[src/core/nfh_pkg.sv]
/*
 * Package for the NAND flash host sequencer: command codes, host register
 *   offsets, field positions, pin timing counts and state enumerations.
 * Assumes a 10 MHz system clock; the flash device sits outside on pins.
 */
package nfh_pkg;
  // Flash command codes
  localparam logic [7:0] CMD_PROG_SETUP   = 8'h80;
  localparam logic [7:0] CMD_PROG_CONFIRM = 8'h10;
  localparam logic [7:0] CMD_RAND_INPUT   = 8'h85;
  localparam logic [7:0] CMD_ERASE_SETUP  = 8'h60;
  localparam logic [7:0] CMD_ERASE_CONF   = 8'hD0;
  localparam logic [7:0] CMD_RESET        = 8'hFF;
  localparam logic [7:0] CMD_STATUS       = 8'h70;
  localparam logic [7:0] CMD_SIGNATURE    = 8'h90;
  localparam logic [7:0] SIG_ADDR         = 8'h00;
  // Page geometry
  localparam int unsigned PAGE_BYTES   = 2112;
  localparam int unsigned FULL_ADDR_CY = 5;
  localparam int unsigned COL_ADDR_CY  = 2;
  localparam int unsigned ROW_ADDR_CY  = 3;
  localparam int unsigned SIG_BYTES    = 4;
  // Status register bit positions
  localparam int unsigned STS_PROTECT = 7;
  localparam int unsigned STS_READY   = 6;
  localparam int unsigned STS_IDLE    = 5;
  localparam int unsigned STS_FAIL    = 0;
  // Signature byte 3 fields
  localparam int unsigned SIG3_DIE_LSB   = 0;
  localparam int unsigned SIG3_LEVEL_LSB = 2;
  localparam int unsigned SIG3_PAGES_LSB = 4;
  // Host register offsets (word index on the software port)
  localparam logic [3:0] REG_CTRL     = 4'h0;
  localparam logic [3:0] REG_COLUMN   = 4'h1;
  localparam logic [3:0] REG_ROW      = 4'h2;
  localparam logic [3:0] REG_COUNT    = 4'h3;
  localparam logic [3:0] REG_WDATA    = 4'h4;
  localparam logic [3:0] REG_STATE    = 4'h5;
  localparam logic [3:0] REG_STATUS   = 4'h6;
  localparam logic [3:0] REG_SIG      = 4'h7;
  localparam logic [3:0] REG_RCOLUMN  = 4'h8;
  // Control register opcodes (bits 2:0 of a write to REG_CTRL)
  localparam logic [2:0] OP_PROGRAM = 3'h1;
  localparam logic [2:0] OP_ERASE   = 3'h2;
  localparam logic [2:0] OP_RESET   = 3'h3;
  localparam logic [2:0] OP_STATUS  = 3'h4;
  localparam logic [2:0] OP_SIG     = 3'h5;
  localparam logic [2:0] OP_RANDIN  = 3'h6;
  // Pin timing: strobe low and high phases at 10 MHz
  localparam int unsigned CLK_NS       = 100;
  localparam int unsigned STROBE_NS    = 100;
  localparam int unsigned STROBE_CY    =
    (STROBE_NS + CLK_NS - 1) / CLK_NS;
  localparam logic [7:0] ZERO8 = 8'h00;

  typedef enum logic [1:0] {
    NFH_CYC_CMD, NFH_CYC_ADDR, NFH_CYC_DATA, NFH_CYC_READ
  } nfh_cycle_t;

  typedef enum logic [3:0] {
    NFH_IDLE, NFH_P_SETUP, NFH_P_ADDR, NFH_P_DATA, NFH_P_CONF, NFH_WAIT_RB,
    NFH_E_SETUP, NFH_E_ADDR, NFH_E_CONF, NFH_STAT_CMD, NFH_STAT_RD,
    NFH_SIG_CMD, NFH_SIG_ADDR, NFH_SIG_RD, NFH_RST_CMD, NFH_R_ADDR
  } nfh_state_t;
endpackage : nfh_pkg

[src/core/nfh_cycle_if.sv]
/*
 * Interface between the host sequencer and its pin cycle engine.
 * Assumes both ends share clk_sys_in.
 */
`timescale 1ns/100ps
interface nfh_cycle_if;
  import nfh_pkg::*;
  logic       start;  // One-cycle request
  nfh_cycle_t kind;   // Command, address, data write or data read
  logic [7:0] wdata;  // Byte to drive
  logic       done;   // One-cycle completion pulse
  logic [7:0] rdata;  // Byte captured on a read cycle
  modport seq (output start, kind, wdata, input done, rdata);
  modport eng (input start, kind, wdata, output done, rdata);
endinterface : nfh_cycle_if

[src/core/nfh_pin_engine.sv]
/*
 * Pin cycle engine: runs one bus cycle on the flash pins per request.
 * Assumes io_in is already synchronised by the top module.
 */
`timescale 1ns/100ps
module nfh_pin_engine
  import nfh_pkg::*;
(
  input  wire logic  clk_sys_in,    // System clock
  input  wire logic  rst_n,         // Synchronised reset
  nfh_cycle_if.eng   cyc,           // Request port
  input  wire logic [7:0] io_in,    // Synchronised data pins
  output logic [7:0] io_out,        // Data pin drive value
  output logic       io_oe,         // Data pin enable
  output logic       cmd_latch,     // command_latch_select
  output logic       addr_latch,    // address_latch_select
  output logic       wr_n,          // Write strobe
  output logic       rd_n           // Read strobe
);
  localparam logic [3:0] PHASE_CY = 4'(STROBE_CY);
  logic [3:0] cnt;     // Phase counter
  logic [1:0] phase;   // 0 idle, 1 strobe low, 2 strobe high
  nfh_cycle_t kind_q;  // Latched request kind

  // Cycle sequencing: strobe low for a phase, then high for a phase
  always_ff @(posedge clk_sys_in or negedge rst_n) begin
    if (!rst_n) begin
      phase <= 2'h0; cnt <= 4'h0; kind_q <= NFH_CYC_CMD;
      io_out <= 8'h00; io_oe <= 1'b0; cmd_latch <= 1'b0;
      addr_latch <= 1'b0; wr_n <= 1'b1; rd_n <= 1'b1;
      cyc.done <= 1'b0; cyc.rdata <= 8'h00;
    end else begin
      cyc.done <= 1'b0;
      unique case (phase)
        2'h0: if (cyc.start) begin
          kind_q     <= cyc.kind;
          io_out     <= cyc.wdata;
          io_oe      <= (cyc.kind != NFH_CYC_READ);
          cmd_latch  <= (cyc.kind == NFH_CYC_CMD);
          addr_latch <= (cyc.kind == NFH_CYC_ADDR);
          wr_n       <= (cyc.kind == NFH_CYC_READ);
          rd_n       <= (cyc.kind != NFH_CYC_READ);
          cnt <= PHASE_CY; phase <= 2'h1;
        end
        2'h1: if (cnt > 4'h1) cnt <= cnt - 4'h1;
        else begin
          // Device latches on the write strobe rising edge
          wr_n <= 1'b1; rd_n <= 1'b1;
          if (kind_q == NFH_CYC_READ) cyc.rdata <= io_in;
          cnt <= PHASE_CY; phase <= 2'h2;
        end
        default: if (cnt > 4'h1) cnt <= cnt - 4'h1;
        else begin
          // Hold data past the edge, then release the latches
          io_oe <= 1'b0; cmd_latch <= 1'b0; addr_latch <= 1'b0;
          cyc.done <= 1'b1; phase <= 2'h0;
        end
      endcase
    end
  end
endmodule : nfh_pin_engine

[src/core/nfh_host.sv]
/*
 * Host sequencer for a multi-level NAND flash: page program with random
 *   column input, block erase, reset, status polling and signature read.
 * Assumes a flash on the multiplexed 8-bit bus with an open-drain
 *   ready/busy line; software drives the plain register port.
 */
// Implementation choices: the plain strobed port and the address map.
`timescale 1ns/100ps
// Behaviour
// - Each page programmed once before erase; only the row of the last program is refused, and any erase clears it
// - Sequential load stays in one block
// - Setup, five addresses, data, confirm order
// - Random input: 85h plus two column cycles
// - Erase: setup, three row cycles, confirm
// - Fresh read command after status mid-read
// - Signature: 90h, address 00h, four reads
// - Full address: two column, three row
module nfh_host
  import nfh_pkg::*;
#(
  parameter int unsigned PAGE_MAX = PAGE_BYTES  // Bytes per program op
) (
  input  wire logic        clk_sys_in,      // 10 MHz system clock
  input  wire logic        reset_n_in,      // Asynchronous reset
  input  wire logic [3:0]  reg_addr_in,     // Register index
  input  wire logic [31:0] reg_wdata_in,    // Write data
  input  wire logic        reg_wr_in,       // Write strobe
  input  wire logic        reg_rd_in,       // Read strobe
  output logic      [31:0] reg_rdata_out,   // Read data, next cycle
  input  wire logic [7:0]  flash_io_in,     // Data pins, as seen
  output logic      [7:0]  flash_io_out,    // Data pins, drive value
  output logic             flash_io_oe_out, // Data pins, enable
  output logic             command_latch_select_out,
  output logic             address_latch_select_out,
  output logic             flash_chip_sel_n_out,
  output logic             flash_wr_n_out,
  output logic             flash_rd_n_out,
  output logic             flash_wp_n_out,  // Write protect drive
  input  wire logic        flash_rb_in      // Ready/busy, high ready
);
  logic       rst_meta, rst_n;          // Reset release chain
  logic [7:0] io_m, io_s;               // Data pin synchroniser
  logic       rb_m, rb_s;               // Ready/busy synchroniser
  nfh_cycle_if cyc ();                  // Link to pin engine
  nfh_state_t state;                    // Sequencer state
  logic [11:0] column, rcolumn;         // Column address, random column
  logic [17:0] row;                     // Page and block address
  logic [11:0] count;                   // Bytes to load, minus one
  logic [11:0] loaded;                  // Bytes loaded so far, stopping at count
  logic [7:0]  wbyte;                   // Next program byte
  logic        wbyte_vld;               // Software has supplied wbyte
  logic        rand_req;                // Random column input pending
  logic [2:0]  idx;                     // Address or signature index
  logic [7:0]  status;                  // Last status byte
  logic [31:0] sig;                     // Four signature bytes
  logic        wp_n;                    // Write protect enable
  logic        busy;                    // Sequencer busy
  logic        refused;                 // Last request refused
  logic        issue;                   // Start a pin cycle this clock
  logic        awaiting;                // A pin cycle is in flight
  logic [17:0] last_row;                // Row of the last program
  logic        last_vld;                // No erase since that program

  // Reset release through two flip-flops
  always_ff @(posedge clk_sys_in or negedge reset_n_in) begin
    if (!reset_n_in) begin
      rst_meta <= 1'b0; rst_n <= 1'b0;
    end else begin
      rst_meta <= 1'b1; rst_n <= rst_meta;
    end
  end

  // Pin inputs cross into the clock domain before any use
  always_ff @(posedge clk_sys_in or negedge rst_n) begin
    if (!rst_n) begin
      io_m <= 8'h00; io_s <= 8'h00; rb_m <= 1'b0; rb_s <= 1'b0;
    end else begin
      io_m <= flash_io_in; io_s <= io_m;
      rb_m <= flash_rb_in; rb_s <= rb_m;
    end
  end

  nfh_pin_engine u_eng (
    .clk_sys_in (clk_sys_in),
    .rst_n      (rst_n),
    .cyc        (cyc.eng),
    .io_in      (io_s),
    .io_out     (flash_io_out),
    .io_oe      (flash_io_oe_out),
    .cmd_latch  (command_latch_select_out),
    .addr_latch (address_latch_select_out),
    .wr_n       (flash_wr_n_out),
    .rd_n       (flash_rd_n_out)
  );

  // Chip select held low once out of reset; the device is alone on the bus
  always_ff @(posedge clk_sys_in or negedge rst_n) begin
    if (!rst_n) begin
      flash_chip_sel_n_out <= 1'b1;
      flash_wp_n_out       <= 1'b0;
    end else begin
      flash_chip_sel_n_out <= 1'b0;
      flash_wp_n_out       <= wp_n;
    end
  end

  // Address byte for cycle idx: two column then three row cycles
  function automatic logic [7:0] addr_byte(input logic [2:0] i,
      input logic [11:0] c, input logic [17:0] r);
    logic [7:0] b;
    b = 8'h00;
    unique case (i)
      3'h0: b = c[7:0];
      3'h1: b = {4'h0, c[11:8]};
      3'h2: b = r[7:0];
      3'h3: b = r[15:8];
      default: b = {6'h00, r[17:16]};
    endcase
    return b;
  endfunction : addr_byte

  assign busy  = (state != NFH_IDLE);
  // Waiting for ready runs no pin cycle, so the ready exit can be reached
  assign issue = busy && state != NFH_WAIT_RB && !cyc.start && !awaiting;

  // Sequencer: walks one operation through its pin cycles
  always_ff @(posedge clk_sys_in or negedge rst_n) begin
    if (!rst_n) begin
      state <= NFH_IDLE; idx <= 3'h0; loaded <= 12'h000;
      cyc.start <= 1'b0; cyc.kind <= NFH_CYC_CMD; cyc.wdata <= 8'h00;
      awaiting <= 1'b0; status <= 8'h00; sig <= 32'h0; refused <= 1'b0;
      last_row <= 18'h00000;
      last_vld <= 1'b0;
    end else begin
      cyc.start <= 1'b0;
      if (cyc.done) awaiting <= 1'b0;
      if (state == NFH_IDLE && reg_wr_in && reg_addr_in == REG_CTRL) begin
        refused <= 1'b0;
        unique case (reg_wdata_in[2:0])
          // Gate on the protect bit that arrives with this very order;
          // the row last programmed waits for an erase first
          OP_PROGRAM: if (reg_wdata_in[31] && reg_wdata_in[14:3] != 12'h000
                          && !(last_vld && row == last_row)) begin
                        state    <= NFH_P_SETUP;
                        last_row <= row;
                        last_vld <= 1'b1;
                      end else refused <= 1'b1;
          OP_ERASE:   if (reg_wdata_in[31]) begin
                        state    <= NFH_E_SETUP;
                        last_vld <= 1'b0;
                      end else refused <= 1'b1;
          OP_RESET:   state <= NFH_RST_CMD;
          OP_STATUS:  state <= NFH_STAT_CMD;
          OP_SIG:     state <= NFH_SIG_CMD;
          default:    refused <= 1'b1;
        endcase
        idx <= 3'h0; loaded <= 12'h000;
      end else if (issue) begin
        awaiting <= 1'b1; cyc.start <= 1'b1;
        unique case (state)
          NFH_P_SETUP, NFH_E_SETUP, NFH_STAT_CMD, NFH_SIG_CMD,
          NFH_RST_CMD, NFH_P_CONF, NFH_E_CONF: cyc.kind <= NFH_CYC_CMD;
          NFH_P_ADDR, NFH_E_ADDR, NFH_SIG_ADDR, NFH_R_ADDR:
            cyc.kind <= NFH_CYC_ADDR;
          NFH_P_DATA: cyc.kind <= rand_req ? NFH_CYC_CMD : NFH_CYC_DATA;
          default: cyc.kind <= NFH_CYC_READ;
        endcase
        unique case (state)
          NFH_P_SETUP:  cyc.wdata <= CMD_PROG_SETUP;
          NFH_P_CONF:   cyc.wdata <= CMD_PROG_CONFIRM;
          NFH_E_SETUP:  cyc.wdata <= CMD_ERASE_SETUP;
          NFH_E_CONF:   cyc.wdata <= CMD_ERASE_CONF;
          NFH_RST_CMD:  cyc.wdata <= CMD_RESET;
          NFH_STAT_CMD: cyc.wdata <= CMD_STATUS;
          NFH_SIG_CMD:  cyc.wdata <= CMD_SIGNATURE;
          NFH_SIG_ADDR: cyc.wdata <= SIG_ADDR;
          NFH_P_ADDR:   cyc.wdata <= addr_byte(idx, column, row);
          NFH_E_ADDR:   cyc.wdata <= addr_byte(idx + 3'h2, column, row);
          NFH_R_ADDR:   cyc.wdata <= addr_byte(idx, rcolumn, row);
          NFH_P_DATA:   cyc.wdata <= rand_req ? CMD_RAND_INPUT : wbyte;
          default:      cyc.wdata <= ZERO8;
        endcase
        // Data load waits for a byte from software; that is the stall
        if (state == NFH_P_DATA && !rand_req && !wbyte_vld) begin
          awaiting <= 1'b0; cyc.start <= 1'b0;
        end
      end else if (cyc.done) begin
        unique case (state)
          NFH_P_SETUP: state <= NFH_P_ADDR;
          NFH_P_ADDR: if (idx == 3'(FULL_ADDR_CY - 1)) begin
            state <= NFH_P_DATA; idx <= 3'h0;
          end else idx <= idx + 3'h1;
          NFH_P_DATA: if (cyc.kind == NFH_CYC_CMD) state <= NFH_R_ADDR;
            else if (loaded == count) state <= NFH_P_CONF;
            // Row held for the whole load, so it stays in one block
            else loaded <= loaded + 12'h001;
          NFH_R_ADDR: if (idx == 3'(COL_ADDR_CY - 1)) begin
            state <= NFH_P_DATA; idx <= 3'h0;
          end else idx <= idx + 3'h1;
          NFH_E_SETUP: state <= NFH_E_ADDR;
          NFH_E_ADDR: if (idx == 3'(ROW_ADDR_CY - 1)) state <= NFH_E_CONF;
            else idx <= idx + 3'h1;
          NFH_P_CONF, NFH_E_CONF, NFH_RST_CMD: state <= NFH_WAIT_RB;
          // Status ends the operation; no page read is ever resumed
          NFH_STAT_CMD: state <= NFH_STAT_RD;
          NFH_STAT_RD: begin
            // Reserved bits masked so status is deterministic
            status <= {cyc.rdata[7:5], 4'h0, cyc.rdata[0]};
            state  <= NFH_IDLE;
          end
          NFH_SIG_CMD: state <= NFH_SIG_ADDR;
          NFH_SIG_ADDR: state <= NFH_SIG_RD;
          NFH_SIG_RD: begin
            sig <= {cyc.rdata, sig[31:8]};   // Byte 1 ends in bits 7:0
            if (idx == 3'(SIG_BYTES - 1)) state <= NFH_IDLE;
            else idx <= idx + 3'h1;
          end
          default: state <= state;
        endcase
      end else if (state == NFH_WAIT_RB && rb_s && !awaiting) begin
        // Ready again: fetch status to learn pass or fail
        state <= NFH_STAT_CMD;
      end
    end
  end

  // Software-written registers
  always_ff @(posedge clk_sys_in or negedge rst_n) begin
    if (!rst_n) begin
      column <= 12'h000; row <= 18'h00000; count <= 12'h000;
      rcolumn <= 12'h000; wp_n <= 1'b0; wbyte <= 8'h00;
      wbyte_vld <= 1'b0; rand_req <= 1'b0;
    end else begin
      if (cyc.done && state == NFH_P_DATA) begin
        if (cyc.kind == NFH_CYC_CMD) rand_req <= 1'b0;
        else wbyte_vld <= 1'b0;
      end
      if (reg_wr_in) begin
        unique case (reg_addr_in)
          REG_CTRL: begin
            if (!busy && reg_wdata_in[2:0] == OP_PROGRAM) begin
              // Count field holds bytes; count keeps bytes minus one, capped at a page
              count <= (reg_wdata_in[14:3] > 12'(PAGE_MAX))
                       ? 12'(PAGE_MAX - 1) : reg_wdata_in[14:3] - 12'h001;
              wbyte_vld <= 1'b0;
            end
            if (state == NFH_P_DATA && reg_wdata_in[2:0] == OP_RANDIN)
              rand_req <= 1'b1;
            wp_n <= reg_wdata_in[31];
          end
          REG_COLUMN:  column  <= reg_wdata_in[11:0];
          REG_ROW:     row     <= reg_wdata_in[17:0];
          REG_RCOLUMN: rcolumn <= reg_wdata_in[11:0];
          REG_WDATA: begin
            wbyte <= reg_wdata_in[7:0]; wbyte_vld <= 1'b1;
          end
          default: ;
        endcase
      end
    end
  end

  // Read port: data stand in the cycle after the strobe, zero otherwise
  always_ff @(posedge clk_sys_in or negedge rst_n) begin
    if (!rst_n) reg_rdata_out <= 32'h0;
    else if (reg_rd_in) begin
      unique case (reg_addr_in)
        REG_CTRL:    reg_rdata_out <= {wp_n, 31'h0};
        REG_COLUMN:  reg_rdata_out <= {20'h0, column};
        REG_ROW:     reg_rdata_out <= {14'h0, row};
        REG_COUNT:   reg_rdata_out <= {20'h0, loaded};
        REG_STATE:   reg_rdata_out <= {24'h0, rb_s, wbyte_vld, refused,
                                       busy, state};
        REG_STATUS:  reg_rdata_out <= {24'h0, status};
        REG_SIG:     reg_rdata_out <= sig;
        REG_RCOLUMN: reg_rdata_out <= {20'h0, rcolumn};
        default:     reg_rdata_out <= 32'h0;
      endcase
    end else reg_rdata_out <= 32'h0;
  end
endmodule : nfh_host

[config.mk]
export PLATFORM = sky130hd
export DESIGN_NAME = nfh_host
export DESIGN_NICKNAME = d
export VERILOG_FILES = /design/src/core/nfh_pkg.sv /design/src/core/nfh_cycle_if.sv /design/src/core/nfh_pin_engine.sv /design/src/core/nfh_host.sv
export SDC_FILE = /design/constraint.sdc
export NUM_CORES = 1
export LEC_CHECK = 0
export BUFFER_PORTS_ARGS = -buffer_cell sky130_fd_sc_hd__clkbuf_2
export CORE_MARGIN = 2
export CORE_UTILIZATION = 50
export CTS_CLUSTER_SIZE = 12
export DETAILED_ROUTE_END_ITERATION = 7
export PLACE_DENSITY = 0.69
export SYNTH_ARGS = -nofsm -noshare
export SYNTH_HDL_FRONTEND = slang
export SYNTH_SLANG_ARGS = --single-unit
[constraint.sdc]
create_clock -name clk_sys_in -period 9.9 [get_ports clk_sys_in]
set_input_delay 2.97 -clock clk_sys_in [delete_from_list [all_inputs] [get_ports clk_sys_in]]
set_output_delay 2.97 -clock clk_sys_in [all_outputs]
set_load 0.005 [all_outputs]
==> results of run 1 <==
-- cell families after synthesis --
family | count (synthesis) | share of synthesized area, %
AOI/OAI and AO/OA | 234 | 14.7
xor gates and xnor gates | 46 | 3.65
adders and majority gates | 11 | 1.25
buffers and inverters | 86 | 3.14
DFF | 236 | 53.5
muxes | 119 | 12.1
other | 2 | 0.0679
and+or+nand+nor | 255 | 11.7
-- layout by cell type, fill, tap and decap left out, types with 4 or more instances in the layout --
cell type / n
dfrtp_1: 232
mux2_2: 108
clkbuf_2: 82
nand2_1: 73
nor2_1: 61
o21ai_0: 54
a22oi_1: 44
a21oi_1: 29
xnor2_1: 27
clkbuf_16: 26
inv_1: 19
and3_1: 19
xor2_1: 19
a22o_1: 17
a31oi_1: 15
nand3_1: 14
a222oi_1: 14
nor3_1: 13
nand4_1: 12
ha_1: 11
nor2b_1: 10
a221oi_1: 10
o22ai_1: 9
nor3b_1: 9
mux2_1: 9
clkbuf_1: 9
nand2b_1: 8
nor4_1: 8
buf_4: 8
a21o_1: 5
a211oi_1: 5
o31ai_1: 5
clkbuf_8: 5
nand3b_1: 4
or4_1: 4
-- layout make-up --
| class | instances | share of cell area (%) |
|---|---|---|
| clock buffer | 40 | 6.04 |
| clock inverter | 6 | 0.692 |
| inverter | 19 | 0.571 |
| multi-input combinational | 667 | 38.6 |
| sequential | 236 | 47.4 |
| tap | 280 | 2.81 |
| timing repair buffer | 91 | 3.93 |
-- how the worst min path moves through the flow --
| stage | startpoint | endpoint | slack, ns | cells past startpoint |
|---|---|---|---|---|
| after global placement | io_m[1] | io_s[1] | 0.33 | 0 |
| after detailed placement | io_m[0] | io_s[0] | 0.33 | 0 |
| after floorplan | io_m[0] | io_s[0] | 0.33 | 0 |
| final | io_m[0] | io_s[0] | 0.35 | 0 |
| after CTS | io_m[0] | io_s[0] | 0.35 | 0 |
| after global routing | io_m[4] | io_s[4] | 0.35 | 0 |
-- through the flow --
step	cell area (µm²)	hold WS (ns)	setup slack [ns]	util (%)	cells
2_1_floorplan	11100	0.331	2.84	-	989
3_3_place_gp	11600	0.334	3.81	53.5	1293
3_5_place_dp	11600	0.335	3.80	53.5	1293
4_1_cts	12500	0.346	4.33	57.4	1339
5_1_grt	12500	0.355	4.09	57.4	1339
6_report	12500	0.346	4.31	57.4	1339
-- synth_stat cells, types with 4 or more instances --
master    instances
nand2b_1          8
a222oi_1         14
nor4_1            8
o22ai_1           9
ha_1             11
a31oi_1          15
o31ai_1           5
nand3b_1          4
nor3b_1           9
a22o_1           17
a221oi_1         10
nor2b_1          11
nand2_1          73
xnor2_1          27
inv_1            19
a21o_1            5
a211oi_1          5
nand3_1          14
or4_1             4
o21ai_0          54
nor3_1           13
mux2_1            9
clkbuf_1         49
a21oi_1          29
xor2_1           19
nor2_1           61
dfrtp_1         233
mux2_2          108
buf_2            12
a22oi_1          44
buf_1             4
and3_1           19
nand4_1          12
-- worst max-delay path: stages --
cell and delay (ns):
clkbuf_2 0.17, nor3b_1 0.51, nand3_1 0.60, and2b_1 0.55, and3_1 0.78, mux2_2 0.42
-- flip-flops by register name, indices dropped and copies added, names as in the netlist, 12 cells and up --
register and cells:
row 18, rcolumn 12, last_row 18, reg_rdata_out 32
loaded 12, sig 32, column 12, count 12
-- report_power, final --
part,total [µW],switching [µW],internal (µW)
sequential,1350,219,1130
combinational,795,464,330
clock,935,383,552
total,3080,1070,2010
-- layer usage --
layer  wire length [µm]  up-vias  GRT usage [%]
li1                   -     3735              -
met1              13300     4155           37.8
met5                 13        -              0
met2              13700      391           39.7
met3               2520       80           5.32
met4               1190        2           10.1
==> impl_metrics.env, run 1 <==
export IMPL_drive_gt1_share_pct=23.8
export IMPL_port_buffers=82
export IMPL_rsz0062_at_grt="no"
export IMPL_power_uw=3080
export IMPL_cp_start_kind="primary input"
export IMPL_row_count=54
export IMPL_die_y_um=153
export IMPL_tightestPinTransition_ns=1.18
export IMPL_grt_max_degree=166
export IMPL_cts_tree="yes"
export IMPL_r2r_start="state[1]"
export IMPL_setup_viol=0
export IMPL_max_freq_mhz=179
export IMPL_via_per_inst=6.25
export IMPL_final_nets=1101
export IMPL_rrSetupSlack_ns=6.35
export IMPL_num_antenna_cells=0
export IMPL_arrival_ns=6.00
export IMPL_initial_core_util_pct=50.8
export IMPL_clk_pin_slew_worst_paths_ns=0.06
export IMPL_seqCellArea_mm2=0.00591
export IMPL_fin_skew_ns=0.00654
export IMPL_yosysSeqAreaShare_pct=53.5
export IMPL_clock_path_buffers=3
export IMPL_ys_ff_latch=236
export IMPL_max_slew_margin_pct=21.1
export IMPL_cts_root_buf="clkbuf_16"
export IMPL_syn_area_mm2=0.0111
export IMPL_synth_top_area_share_pct=52.8
export IMPL_reg2reg_depth=5
export IMPL_endpoint_kind="flop"
export IMPL_yosysTopAreaCell="dfrtp_1"
export IMPL_drt_pass1_iter_count=6
export IMPL_yosys_warnings=0
export IMPL_ys_async_sr_fraction_pct=100
export IMPL_drc=0
export IMPL_num_vias=8363
export IMPL_slew_viol_final=0
export IMPL_period_needed_ns=5.59
export IMPL_synth_edff_count=0
export IMPL_p_leak_uw=0.00568
export IMPL_detail_route_antenna_nets=0
export IMPL_finalWirelength_mm=30.7
export IMPL_irDropWorstVdd_mv=0.121
export IMPL_status="complete, no violations"
export IMPL_dp_hpwl_mm=21.1
export IMPL_cts_resized=0
export IMPL_synth_ff_type="dfrtp_1"
export IMPL_core_area_mm2=0.0218
export IMPL_num_fill_cells=1839
export IMPL_grt_pass1_wl_mm=47.8
export IMPL_ys_types=69
export IMPL_gp_congestion=0.955
export IMPL_synth_area_leaders="dfrtp_1, mux2_2, a22oi_1"
export IMPL_grt_overflow_total=0
export IMPL_drtIter0Drc=923
export IMPL_setup_tns_ns=0
export IMPL_cts_sinks=236
export IMPL_h_tree_depth=1
export IMPL_powerDensity_mw_per_mm2=247
export IMPL_maxCapViolations=0
export IMPL_area_growth_pct=12.9
export IMPL_insertion_delay_ns=0.53
export IMPL_cp_startpoint="reg_addr_in[0]"
export IMPL_multi_input_area_mm2=0.00481
export IMPL_cts_setup_buffers=0
export IMPL_cts_hold_buf=0
export IMPL_grt_total_usage_pct=26.3
export IMPL_num_io_pins=96
export IMPL_critPathKind="in -> reg"
export IMPL_synth_cells=989
export IMPL_hold_class="reg -> reg"
export IMPL_grt_pass1_vias=8137
export IMPL_synth_nets=1049
export IMPL_finalCritPeriodShare_pct=56.4
export IMPL_dieArea_mm2=0.0233
export IMPL_timing_rr_end="last_row[3]"
export IMPL_cts_made_buffers=26
export IMPL_crit_end="last_row[3]"
export IMPL_crit_required_ns=10.31
export IMPL_hold_violations=0
export IMPL_wl_per_cell_um=22.9
export IMPL_avgSynthCellArea_um2=11.2
export IMPL_antenna_found_initial=1
export IMPL_crit_fanout=19
export IMPL_die_x_um=153
Note: power is estimated with default switching activity, not from simulation.
==> run 2, diff against run 1 <==
clock period = 5.5 ns   (was 9.9 ns; I/O delays follow)
==> run 2 against run 1 <==
Net effect:
- die area stayed put
- non-clock buffer count rose by 5
- critical path depth up 1
- largest power group unchanged
- combinational power up 79%
- final cell count fell by 0.15%
==> impl_metrics.env, run 2 (synthesis results as in run 1) <==
export IMPL_grt_pass1_wl_mm=45.9
export IMPL_antenna_found_initial=0
export IMPL_dp_cells=1298
export IMPL_power_net_switching_uw=1850
export IMPL_irDropWorstVdd_mv=0.246
export IMPL_cts_tree="yes"
export IMPL_initial_core_util_pct=50.8
export IMPL_dp_hpwl_mm=20.4
export IMPL_dieArea_mm2=0.0233
export IMPL_p_seq_share_pct=44.2
export IMPL_cts_sinks=236
export IMPL_rsz0062_at_grt="no"
export IMPL_fin_skew_ns=0.0113
export IMPL_cts_setup_buffers=0
export IMPL_max_slew_margin_pct=25.5
export IMPL_grt_overflow_total=0
export IMPL_combPwrFrac_pct=26.0
export IMPL_num_antenna_cells=0
export IMPL_hold_class="reg -> async"
export IMPL_wl_per_cell_um=21.9
export IMPL_core_area_mm2=0.0218
export IMPL_status="complete, no violations"
export IMPL_endpoint_kind="flop"
export IMPL_cp_start_kind="primary input"
export IMPL_multi_input_area_mm2=0.00481
export IMPL_critPathKind="in -> reg"
export IMPL_netSwitchingFraction_pct=34.1
export IMPL_final_cells=1337
export IMPL_setup_viol=0
export IMPL_drtIter0Drc=763
export IMPL_place_ws_ns=1.28
export IMPL_cts_hold_buf=0
export IMPL_gp_congestion=1.01
export IMPL_placed_cell_area_mm2=0.0117
export IMPL_cp_num_buf_inv=1
export IMPL_final_cell_mix="dfrtp_1, mux2_2, clkbuf_2, nand2_1, nor2_1"
export IMPL_grt_pass1_vias=7771
export IMPL_hold_ws_ns=0.176
export IMPL_maxCapViolations=0
export IMPL_setup_tns_ns=0
export IMPL_clock_path_buffers=3
export IMPL_final_nets=1105
export IMPL_p_leak_uw=0.00568
export IMPL_critPathSlowestCell="nand4_1"
export IMPL_area_growth_pct=12.6
export IMPL_via_per_inst=6.18
export IMPL_cpPeakStageDelay_ns=0.61
export IMPL_finalCritPeriodShare_pct=70.3
export IMPL_cts_made_buffers=25
export IMPL_row_count=54
export IMPL_hold_violations=0
export IMPL_pwr_share_clk_pct=29.8
export IMPL_cts_resized=0
export IMPL_die_x_um=153
export IMPL_arrival_ns=4.28
export IMPL_finalWirelength_mm=29.2
export IMPL_tightestPinTransition_ns=1.11
export IMPL_period_needed_ns=3.87
export IMPL_fin_area_mm2=0.0124
export IMPL_cp_top_family="simple AND/OR/NAND/NOR gates"
export IMPL_slew_viol_final=0
export IMPL_crit_fanout=11
export IMPL_cp_cell_sequence="clkbuf_2 > nor3b_1 > nand4_1 > nor3_1 > a21o_1 > a211o_1 > mux2_2"
export IMPL_port_buffers=82
export IMPL_num_fill_cells=1877
export IMPL_reg_largest_list="reg_rdata_out: 32 flops, sig: 32 flops"
export IMPL_insertion_delay_ns=0.52
export IMPL_crit_required_ns=5.91
export IMPL_num_vias=8266
export IMPL_num_io_pins=96
export IMPL_die_y_um=153
export IMPL_powerDensity_mw_per_mm2=437
export IMPL_seqCellArea_mm2=0.00591
export IMPL_grt_total_usage_pct=25.0
export IMPL_clk_pin_slew_worst_paths_ns=0.06
export IMPL_cts_root_buf="clkbuf_16"
export IMPL_internal_power_uw=3590
export IMPL_drt_pass1_iter_count=7
export IMPL_layout_commonest_cell="dfrtp_1"
export IMPL_grt_max_degree=150
export IMPL_drc=0
export IMPL_detail_route_antenna_nets=0
export IMPL_max_freq_mhz=259
export IMPL_drive_gt1_share_pct=24.0
export IMPL_layout_setup_ws_ns=1.63
export IMPL_h_tree_depth=1
## run 2: path summary, 6_finish.rpt
path                                     to             from  cells past startpoint  slack, ns
worst max-delay path               state[3]  reg_wdata_in[1]                      7       1.63
worst min-delay path            last_row[9]            rst_n                      0       0.18
worst max register to register     state[3]         state[0]                      6       2.37
worst min register to register  last_row[9]            rst_n                      0       0.18
max in group asynchronous       u_eng.io_oe            rst_n                      1       4.15
min in group clk_sys_in             io_s[6]          io_m[6]                      0       0.35
## run 2: stage by stage
| step | power (µW) | util, % |
|---|---|---|
| floorplan | 3350 | - |
| global placement | 3780 | 53.7 |
| detailed placement | 3810 | 53.7 |
| CTS | 5440 | 57.2 |
| global route | 5720 | 57.2 |
| finish | 5440 | 57.2 |
## run 2: power groups by stage
stage          Sequential [µW]  Combinational (µW)  Clock, µW
6_report                  2400                1420       1620
5_1_grt                   2440                1560       1710
2_1_floorplan             2270                1080          0
3_5_place_dp              2420                1400          0
4_1_cts                   2390                1400       1650
3_3_place_gp              2410                1370          0
## run 2: area by class of cell
class / count / area share [%]
timing repair buffer: 96 / 4.24
clock inverter: 6 / 0.674
tap: 280 / 2.81
clock buffer: 33 / 5.51
sequential: 236 / 47.5
multi-input combinational: 667 / 38.7
inverter: 19 / 0.573
## run 2: per-layer routing
metal | track usage [%] | up-vias | wire length, µm
met3 | 4.61 | 67 | 2280
met5 | 0 | - | 0
met1 | 36.5 | 4090 | 12800
met4 | 8.95 | 0 | 1130
li1 | - | 3727 | -
met2 | 37.4 | 382 | 13000
